File: src/shared/hspc_regs.vh
`ifndef HSPC_REGS_VH
`define HSPC_REGS_VH
`define HSPC_CLK_MHZ 100
`define HSPC_CLK_HZ 32'h05F5E100
`define HSPC_A_CTRL 4'h0
`define HSPC_A_COUNT 4'h1
`define HSPC_A_TARGET 4'h2
`define HSPC_A_CAP0 4'h3
`define HSPC_A_CAP1 4'h4
`define HSPC_A_PERIOD 4'h5
`define HSPC_A_FREQ 4'h6
`define HSPC_A_STAT 4'h7
`define HSPC_A_MASK 4'h8
`define HSPC_A_IRQID 4'h9
`define HSPC_F_MODE 1:0
`define HSPC_F_MULT 3:2
`define HSPC_F_RING 4
`define HSPC_F_FILT 7:5
`define HSPC_F_CSEL 8
`define HSPC_F_CEDGE 9
`define HSPC_F_EN 10
`define HSPC_CTRL_RST 11'h000
`define HSPC_MODE_SINGLE 2'h0
`define HSPC_MODE_PDIR 2'h1
`define HSPC_MODE_QUAD 2'h2
`define HSPC_MULT_X1 2'h0
`define HSPC_MULT_X2 2'h1
`define HSPC_MULT_X4 2'h2
`define HSPC_S_MATCH 0
`define HSPC_S_CAP0 1
`define HSPC_S_CAP1 2
`define HSPC_S_INT0 3
`define HSPC_S_INT1 4
`define HSPC_S_FREQ 5
`define HSPC_NSTAT 6
`define HSPC_CNT_MAX 32'h7FFFFFFF
`define HSPC_CNT_MIN 32'h80000000
`define HSPC_TF1_NS 100
`define HSPC_TF2_NS 200
`define HSPC_TF3_NS 500
`define HSPC_TF4_NS 1000
`define HSPC_TF5_NS 2000
`define HSPC_TF6_NS 10000
`define HSPC_NS2CYC(ns) (((ns) * `HSPC_CLK_MHZ + 999) / 1000)
`endif

File: src/core/hspc_filt.v
`timescale 1ns/1ps
`include "hspc_regs.vh"
module hspc_filt (
    input wire ref_clk_i, // System clock.
    input wire rst_i, // Synchronous reset.
    input wire [3:0] raw_i, // Raw inputs.
    input wire [2:0] sel_i, // Filter constant select.
    output reg [3:0] filt_o // Filtered inputs.
);
    reg [3:0] s1_q;
    reg [3:0] s2_q;
    reg [9:0] cnt_q [0:3];
    reg [9:0] lim;
    integer i;

    function [9:0] lim_of;
        input [2:0] sel;
        reg [31:0] cyc;
        begin
            case (sel)
                3'h1: cyc = `HSPC_NS2CYC(`HSPC_TF1_NS);
                3'h2: cyc = `HSPC_NS2CYC(`HSPC_TF2_NS);
                3'h3: cyc = `HSPC_NS2CYC(`HSPC_TF3_NS);
                3'h4: cyc = `HSPC_NS2CYC(`HSPC_TF4_NS);
                3'h5: cyc = `HSPC_NS2CYC(`HSPC_TF5_NS);
                3'h6: cyc = `HSPC_NS2CYC(`HSPC_TF6_NS);
                default: cyc = 32'h00000000;
            endcase
            lim_of = cyc[9:0];
        end
    endfunction

    always @* begin
        lim = lim_of(sel_i);
    end

    always @(posedge ref_clk_i) begin
        if (rst_i) begin
            s1_q <= 4'h0;
            s2_q <= 4'h0;
            filt_o <= 4'h0;
            for (i = 0; i < 4; i = i + 1) cnt_q[i] <= 10'h000;
        end else begin
            s1_q <= raw_i;
            s2_q <= s1_q;
            for (i = 0; i < 4; i = i + 1) begin
                if (s2_q[i] == filt_o[i]) begin
                    cnt_q[i] <= 10'h000;
                end else if (cnt_q[i] + 10'h001 >= lim) begin
                    filt_o[i] <= s2_q[i];
                    cnt_q[i] <= 10'h000;
                end else begin
                    cnt_q[i] <= cnt_q[i] + 10'h001;
                end
            end
        end
    end
endmodule // hspc_filt

File: src/core/hspc_div.v
`timescale 1ns/1ps
`include "hspc_regs.vh"
module hspc_div (
    input wire ref_clk_i, // System clock.
    input wire rst_i, // Synchronous reset.
    input wire start_i, // Start pulse.
    input wire [31:0] period_i, // Cycles per count change.
    output wire busy_o, // Division running.
    output reg done_o, // Result pulse.
    output reg [31:0] freq_o // Frequency in Hz.
);
    localparam ST_IDLE = 1'b0;
    localparam ST_RUN = 1'b1;
    reg st_q;
    reg [4:0] bit_q;
    reg [31:0] dvs_q;
    reg [31:0] quo_q;
    reg [32:0] rem_q;
    wire [31:0] hz = `HSPC_CLK_HZ;
    wire quo_bit_in = hz[bit_q];
    wire [32:0] shr = {rem_q[31:0], quo_bit_in};
    wire ge = shr >= {1'b0, dvs_q};

    assign busy_o = st_q;

    always @(posedge ref_clk_i) begin
        if (rst_i) begin
            st_q <= ST_IDLE;
            bit_q <= 5'h00;
            dvs_q <= 32'h0;
            quo_q <= 32'h0;
            rem_q <= 33'h0;
            done_o <= 1'b0;
            freq_o <= 32'h0;
        end else begin
            done_o <= 1'b0;
            case (st_q)
                ST_IDLE: begin
                    if (start_i) begin
                        st_q <= ST_RUN;
                        bit_q <= 5'h1F;
                        dvs_q <= period_i;
                        quo_q <= 32'h0;
                        rem_q <= 33'h0;
                    end
                end
                ST_RUN: begin
                    rem_q <= ge ? shr - {1'b0, dvs_q} : shr;
                    quo_q <= {quo_q[30:0], ge};
                    bit_q <= bit_q - 5'h01;
                    if (bit_q == 5'h00) begin
                        st_q <= ST_IDLE;
                        done_o <= 1'b1;
                        freq_o <= (dvs_q == 32'h0) ? 32'hFFFFFFFF : {quo_q[30:0], ge};
                    end
                end
                default: st_q <= ST_IDLE;
            endcase
        end
    end
endmodule // hspc_div

File: src/core/hspc_top.v
// The implementer's own choices: the address map and the Avalon-MM register port.
`timescale 1ns/1ps
`include "hspc_regs.vh"
// Overview of operation
// - Single pulse counts one or both edges.
// - Pulse plus direction, edges one or two.
// - Quadrature counts at one, two or four.
// - Frequency from interval between count changes.
// - Target match sets or resets output by direction.
// - Match result drives an external pin.
// - Selected input edge captures count, register zero/one.
// - New capture always overwrites, no history.
// - Two control inputs, two external outputs.
// - Two interrupt inputs per channel, eight unit.
// - Lowest pending interrupt bit is served first.
// - Count is signed 32-bit two's complement.
// - Linear counter stops, ring counter wraps.
// - Inputs filtered with selectable time constant.
module hspc_top (
    input wire ref_clk_i, // System clock, 100 MHz.
    input wire rst_i, // Synchronous reset, active high.
    input wire phase_a_i, // Count input A.
    input wire phase_b_i, // Count input B or direction.
    input wire [1:0] ctl_in_i, // Control signal inputs.
    input wire [5:0] avs_address_i, // Avalon byte address.
    input wire avs_read_i, // Avalon read.
    input wire avs_write_i, // Avalon write.
    input wire [31:0] avs_writedata_i, // Avalon write data.
    output wire [31:0] avs_readdata_o, // Avalon read data.
    output wire avs_waitrequest_o, // Avalon wait request.
    output wire irq_o, // Level interrupt.
    output wire [1:0] ext_out_o // Match output, equal flag.
);
    reg ack_q;
    reg [31:0] rdata_q;
    reg [10:0] ctrl_q;
    reg signed [31:0] count_q;
    reg [31:0] target_q;
    reg [31:0] cap0_q;
    reg [31:0] cap1_q;
    reg [31:0] per_cnt_q;
    reg [31:0] period_q;
    reg [`HSPC_NSTAT-1:0] stat_q;
    reg [`HSPC_NSTAT-1:0] mask_q;
    reg cmp_q;
    reg eq_q;
    reg [3:0] prev_q;
    reg div_go_q;
    reg [31:0] count_d;
    reg cnt_en;
    reg cnt_up;
    reg [31:0] rd_mux;
    reg [`HSPC_NSTAT-1:0] ev;
    wire [3:0] filt;
    wire div_busy;
    wire div_done;
    wire [31:0] freq;

    wire req = avs_read_i | avs_write_i;
    wire [3:0] widx = avs_address_i[5:2];
    wire wr_en = avs_write_i & ack_q;
    wire [1:0] mode = ctrl_q[`HSPC_F_MODE];
    wire [1:0] mult = ctrl_q[`HSPC_F_MULT];
    wire a_f = filt[0];
    wire b_f = filt[1];
    wire [3:0] rises;
    wire [3:0] falls;
    wire a_r = rises[0];
    wire a_e = a_f ^ prev_q[0];
    wire b_e = b_f ^ prev_q[1];
    wire [1:0] ctl_r = rises[3:2];
    wire [1:0] ctl_fl = falls[3:2];
    wire cap_ev = ctrl_q[`HSPC_F_CEDGE] ? ctl_fl[0] : ctl_r[0];
    wire cnt_chg = cnt_en & (count_d != count_q);
    wire [`HSPC_NSTAT-1:0] pend = stat_q & mask_q;

    hspc_filt u_filt (
        .ref_clk_i(ref_clk_i),
        .rst_i(rst_i),
        .raw_i({ctl_in_i, phase_b_i, phase_a_i}),
        .sel_i(ctrl_q[`HSPC_F_FILT]),
        .filt_o(filt)
    );

    hspc_div u_div (
        .ref_clk_i(ref_clk_i),
        .rst_i(rst_i),
        .start_i(div_go_q),
        .period_i(period_q),
        .busy_o(div_busy),
        .done_o(div_done),
        .freq_o(freq)
    );

    // True when a write in its taken cycle addresses the given word.
    function wr_hit;
        input en;
        input [3:0] idx;
        input [3:0] word;
        begin
            wr_hit = en & (idx == word);
        end
    endfunction

    // Bits that are high now and were low in the previous sample.
    function [3:0] rise_of;
        input [3:0] cur;
        input [3:0] prv;
        begin
            rise_of = cur & ~prv;
        end
    endfunction

    // Returns a valid flag and the index of the lowest pending bit.
    function [3:0] lowest;
        input [`HSPC_NSTAT-1:0] p;
        integer k;
        begin
            lowest = 4'h0;
            for (k = `HSPC_NSTAT - 1; k >= 0; k = k - 1) begin
                if (p[k]) begin
                    lowest = {1'b1, k[2:0]};
                end
            end
        end
    endfunction

    assign avs_waitrequest_o = req & ~ack_q;
    assign avs_readdata_o = rdata_q;
    assign irq_o = |pend;
    assign ext_out_o = {eq_q, cmp_q};
    assign rises = rise_of(filt, prev_q);
    assign falls = rise_of(prev_q, filt);

    // Count decode for the selected input type and multiplication.
    always @* begin
        cnt_en = 1'b0;
        cnt_up = 1'b1;
        case (mode)
            `HSPC_MODE_SINGLE: begin
                cnt_en = (mult == `HSPC_MULT_X1) ? a_r : a_e;
                cnt_up = 1'b1;
            end
            `HSPC_MODE_PDIR: begin
                cnt_en = (mult == `HSPC_MULT_X1) ? a_r : a_e;
                cnt_up = ~b_f;
            end
            `HSPC_MODE_QUAD: begin
                case (mult)
                    `HSPC_MULT_X1: begin
                        cnt_en = a_r;
                        cnt_up = ~b_f;
                    end
                    `HSPC_MULT_X2: begin
                        cnt_en = a_e;
                        cnt_up = a_f ^ b_f;
                    end
                    default: begin
                        // Both phases moving at once is illegal and not counted.
                        cnt_en = a_e ^ b_e;
                        cnt_up = a_e ? (a_f ^ b_f) : ~(a_f ^ b_f);
                    end
                endcase
            end
            default: begin
                cnt_en = 1'b0;
                cnt_up = 1'b1;
            end
        endcase
        cnt_en = cnt_en & ctrl_q[`HSPC_F_EN];
    end

    always @* begin
        count_d = count_q;
        if (cnt_up) begin
            if (count_q == `HSPC_CNT_MAX) begin
                count_d = ctrl_q[`HSPC_F_RING] ? `HSPC_CNT_MIN : `HSPC_CNT_MAX;
            end else begin
                count_d = count_q + 32'h1;
            end
        end else begin
            if (count_q == `HSPC_CNT_MIN) begin
                count_d = ctrl_q[`HSPC_F_RING] ? `HSPC_CNT_MAX : `HSPC_CNT_MIN;
            end else begin
                count_d = count_q - 32'h1;
            end
        end
    end

    // Capture and interrupt events come from the filtered, synchronised control inputs.
    always @* begin
        ev = {`HSPC_NSTAT{1'b0}};
        ev[`HSPC_S_MATCH] = cnt_chg & (count_d == target_q);
        ev[`HSPC_S_CAP0] = cap_ev & ~ctrl_q[`HSPC_F_CSEL];
        ev[`HSPC_S_CAP1] = cap_ev & ctrl_q[`HSPC_F_CSEL];
        ev[`HSPC_S_INT0] = ctl_r[0];
        ev[`HSPC_S_INT1] = ctl_r[1];
        ev[`HSPC_S_FREQ] = div_done;
    end

    always @* begin
        case (widx)
            `HSPC_A_CTRL: rd_mux = {21'h0, ctrl_q};
            `HSPC_A_COUNT: rd_mux = count_q;
            `HSPC_A_TARGET: rd_mux = target_q;
            `HSPC_A_CAP0: rd_mux = cap0_q;
            `HSPC_A_CAP1: rd_mux = cap1_q;
            `HSPC_A_PERIOD: rd_mux = period_q;
            `HSPC_A_FREQ: rd_mux = freq;
            `HSPC_A_STAT: rd_mux = {26'h0, stat_q};
            `HSPC_A_MASK: rd_mux = {26'h0, mask_q};
            `HSPC_A_IRQID: rd_mux = {28'h0, lowest(pend)};
            default: rd_mux = 32'h0;
        endcase
    end

    // Bus slave: one wait cycle, read data loaded while waitrequest is high.
    always @(posedge ref_clk_i) begin
        if (rst_i) begin
            ack_q <= 1'b0;
            rdata_q <= 32'h0;
        end else begin
            ack_q <= req & ~ack_q;
            if (avs_read_i & ~ack_q) begin
                rdata_q <= rd_mux;
            end
        end
    end

    always @(posedge ref_clk_i) begin
        if (rst_i) begin
            ctrl_q <= `HSPC_CTRL_RST;
            target_q <= 32'h0;
            mask_q <= {`HSPC_NSTAT{1'b0}};
            stat_q <= {`HSPC_NSTAT{1'b0}};
        end else begin
            if (wr_hit(wr_en, widx, `HSPC_A_CTRL)) begin
                ctrl_q <= avs_writedata_i[10:0];
            end
            if (wr_hit(wr_en, widx, `HSPC_A_TARGET)) begin
                target_q <= avs_writedata_i;
            end
            if (wr_hit(wr_en, widx, `HSPC_A_MASK)) begin
                mask_q <= avs_writedata_i[`HSPC_NSTAT-1:0];
            end
            // A new event wins over a write-one clear in the same cycle.
            if (wr_hit(wr_en, widx, `HSPC_A_STAT)) begin
                stat_q <= (stat_q & ~avs_writedata_i[`HSPC_NSTAT-1:0]) | ev;
            end else begin
                stat_q <= stat_q | ev;
            end
        end
    end

    always @(posedge ref_clk_i) begin
        if (rst_i) begin
            count_q <= 32'h0;
            cap0_q <= 32'h0;
            cap1_q <= 32'h0;
            cmp_q <= 1'b0;
            eq_q <= 1'b0;
            prev_q <= 4'h0;
        end else begin
            prev_q <= filt;
            // The equal flag is a plain registered compare, so it is high right
            // after reset while count and target are both zero.
            eq_q <= (count_q == target_q);
            // A bus preset wins over a count edge in the same cycle, and the
            // captures below take the count from before that update.
            if (wr_hit(wr_en, widx, `HSPC_A_COUNT)) begin
                count_q <= avs_writedata_i;
            end else if (cnt_en) begin
                count_q <= count_d;
            end
            if (ev[`HSPC_S_MATCH]) begin
                cmp_q <= cnt_up;
            end
            if (ev[`HSPC_S_CAP0]) begin
                cap0_q <= count_q;
            end
            if (ev[`HSPC_S_CAP1]) begin
                cap1_q <= count_q;
            end
        end
    end

    // Interval timer between count changes feeding the divider.
    // The interval counter saturates, but period only loads on a count change, so a stopped input keeps its last rate, and
    // a change that comes while the divider is busy is not divided.
    always @(posedge ref_clk_i) begin
        if (rst_i) begin
            per_cnt_q <= 32'h0;
            period_q <= 32'h0;
            div_go_q <= 1'b0;
        end else begin
            div_go_q <= 1'b0;
            if (cnt_chg) begin
                per_cnt_q <= 32'h0;
                period_q <= per_cnt_q + 32'h1;
                div_go_q <= ~div_busy;
            end else if (per_cnt_q != 32'hFFFFFFFF) begin
                per_cnt_q <= per_cnt_q + 32'h1;
            end
        end
    end
endmodule // hspc_top

File: config.mk
export PLATFORM = sky130hd
export DESIGN_NAME = hspc_top
export DESIGN_NICKNAME = d
export VERILOG_FILES = /design/src/core/hspc_filt.v /design/src/core/hspc_div.v /design/src/core/hspc_top.v
export VERILOG_INCLUDE_DIRS = /design/src /design/src/shared
export SDC_FILE = /design/constraint.sdc
export NUM_CORES = 1
export LEC_CHECK = 0
export BUFFER_PORTS_ARGS = -buffer_cell sky130_fd_sc_hd__buf_4
export CORE_ASPECT_RATIO = 1.4
export CORE_MARGIN = 2
export CORE_UTILIZATION = 45
export CTS_CLUSTER_DIAMETER = 50
export DETAILED_ROUTE_END_ITERATION = 16
export GPL_ROUTABILITY_DRIVEN = 0
export PLACE_DENSITY = 0.72
export SKIP_LAST_GASP = 1
export SLEW_MARGIN = 25
export SYNTH_ARGS = -nofsm -noshare
export SYNTH_HDL_FRONTEND = slang
export SYNTH_SLANG_ARGS = --single-unit
File: constraint.sdc
create_clock -name ref_clk_i -period 4.6 [get_ports ref_clk_i]
set_input_delay 0.92 -clock ref_clk_i [delete_from_list [all_inputs] [get_ports ref_clk_i]]
set_output_delay 0.92 -clock ref_clk_i [all_outputs]
set_load 0.05 [all_outputs]
==> results.cfg <==
[route]
viasPerCell = 5.83
wire_per_inst_um = 18.8
first_pass_iters = 9
drtIter0Drc = 1940
drc = 0
antenna_left = 0
vias = 22015
drt-total-wl_um = 71100

[placement]
placed_area_mm2 = 0.0254
dpl_worst_slack_ps = 614
io_buffers = 79
dp_hpwl_um = 49800

[setup_path]
end_kind = flop
cp_max_fo = 25
required_ps = 5050
startpoint_type = flop
critPathArrivalTime_ps = 4470
path_class = flop to flop

[clock_tree]
hold_buffers = 0
cts.sinks = 442
cts_tree = done
clock_latency_ps = 600
clockBufferDepth = 3
h-tree-depth = 2
cts_buffers = 47
cts_setup_buffers = 0
clk_pin_slew_ps = 60
ctsResizeCount = 0
root_buffer = clkbuf_16

[synthesis]
yosysSeqAreaShare = 0.387
synth_area_mm2 = 0.0239
yosys-top-cells-count = 417 x nand2_1, 402 x dfxtp_1, 331 x a21oi_1
synth_ff_type = dfxtp_1
yosysTopAreaCell = dfxtp_1
ys_top_cells_by_area = dfxtp_1 34%, a21oi_1 6.9%, nand2_1 6.5%, edfxtp_1 5.0%, nor2_1 4.9%
synth_most_common_cell = nand2_1
ys_warn_count = 0
async_flop_share = 0
postSynthAreaPerCell_um2 = 7.99
ys_ff_latch = 442
netlist.area_leader.share = 0.336
synthCells = 2996
synth.distinct_cells = 91
synth_edf_count = 40

[timing]
fin_crit_sh = 0.874
setup_viol = 0
setup_ws_ps = 580
rsz0062_at_grt = false
slew_viol_final = 0
fin_crit_ps = 4020
timing.final.hold_violations = 0
fmax_mhz = 249
setup-tns-final_ps = 0
tightest_slew_ps = 1090
fin_worst_skew_ps = 30.9
relSlewSlack = 0.274

[die]
dieArea_mm2 = 0.0551
die_h_um = 277
core_area_mm2 = 0.0528
start_util = 0.453
io-pin-count = 82
rows = 100
die_w_um = 199

[layout]
fin_nets = 3152
n_antenna_cell = 0
area_growth_pct = 13.0
drive_above_1_share = 0.0964
finalInstanceArea_mm2 = 0.0270

[global_routing]
grt_first_pass_wirelength_um = 113000
antenna_found_initial = 0
grt_max_degree = 104
globalRouteOverflowTotal = 0
grt_pass1_vias = 20721
track_usage = 0.256

[job]
maxCapViolCount = 0

[pwr]
finalPower_mw = 8.39
vdd_drop_max_mv = 0.286
p_per_area_mw_per_mm2 = 310
p_leak_nw = 10.3

[min_path]
hold_path_class = flop to flop

[status]
outcome = finished, final reports clean
==> power breakdown <==
| part | internal, mW | total (mW) | switching, mW |
|---|---|---|---|
| logic | 0.136 | 0.394 | 0.258 |
| clock network | 2.42 | 4.05 | 1.64 |
| registers | 3.91 | 3.94 | 0.0299 |
==> per-stage QoR <==
step	hold WS (ps)	utilization	std cells
2_1_floorplan	413	-	3035
3_3_place_gp	420	0.480	3688
3_5_place_dp	431	0.481	3688
4_1_cts	444	0.512	3773
5_1_grt	460	0.512	3773
6_report	438	0.512	3773
==> worst max-delay path, stage by stage, from the launching register on <==
cell and delay [ps]:
dfxtp_1 390, inv_1 60, ha_1 290, nor2b_1 130, o21ai_0 190, a21boi_0 180
o31ai_1 520, a41oi_1 290, o41ai_1 320, buf_4 190, o21ai_0 120, nand2b_2 540
buf_4 380, nand2_1 170, o21ai_0 110
==> layer usage <==
layer  track usage  vias to the layer above  share of wire
li1              -                    10575              -
met3        0.0398                      243          0.073
met2         0.424                      844           0.47
met5             0                        -              0
met4         0.136                        0          0.056
met1         0.317                    10353           0.40
==> cells in the final DEF (no fill, tap or decap), types with 30 or more instances in the layout <==
cell,Yosys,layout
nor2b_1,59,58
buf_4,8,162
ha_1,82,82
clkbuf_16,0,49
a31oi_1,39,39
a211oi_1,49,49
edfxtp_1,40,40
mux2i_1,46,46
and3_1,42,42
xor2_1,79,79
nand2_1,417,417
nand4_1,30,30
dfxtp_1,402,401
nand3_1,77,77
nor3_1,74,69
a21oi_1,331,331
xnor2_1,97,97
inv_1,77,78
a21o_1,46,46
conb_1,1,40
o21ai_0,88,88
a22oi_1,90,90
nor2_1,314,310
nor3b_1,36,35
==> area by class of cell <==
class	instances	area, um^2
clock inverters	21	272
fillers	5092	25800
multi-input cells	2291	13700
well taps	714	893
repair buffers	164	1250
inverters	77	289
flip-flops and latches	442	9250
clock buffers	64	1390
==> registers in the layout, indices dropped and copies added, names as in the netlist, 5 cells and up <==
signal	cells
u_div.bit_q	5
count_q	32
u_div.dvs_q	32
avs_readdata_o	32
cap1_q	32
u_div.rem_q	32
u_filt.cnt_q	40
target_q	32
cap0_q	32
u_div.quo_q	31
ctrl_q	11
mask_q	6
per_cnt_q	32
period_q	32
u_div.freq_o	32
stat_q	6
==> worst paths after layout <==
path | from | endpoint | slack (ps) | cells past startpoint
max | u_div.dvs_q[1] | u_div.rem_q[20] | 580 | 14
min | u_filt.s1_q[3] | u_filt.s2_q[3] | 440 | 1
max reg2reg | u_div.dvs_q[1] | u_div.rem_q[20] | 580 | 14
min reg2reg | u_filt.s1_q[3] | u_filt.s2_q[3] | 440 | 1
==> cells by family after synthesis <==
kind of cell	count (synthesis)	share of synthesized area
XOR/XNOR	176	0.0644
AND/OR/NAND/NOR	1159	0.227
other	1	0.000157
AO/OA/AOI/OAI	783	0.207
flip-flops	442	0.387
multiplexers	50	0.0211
adder cells (fa/ha/maj)	83	0.0437
buffers and inverters	302	0.0503
(Power assumes the default switching activity.)
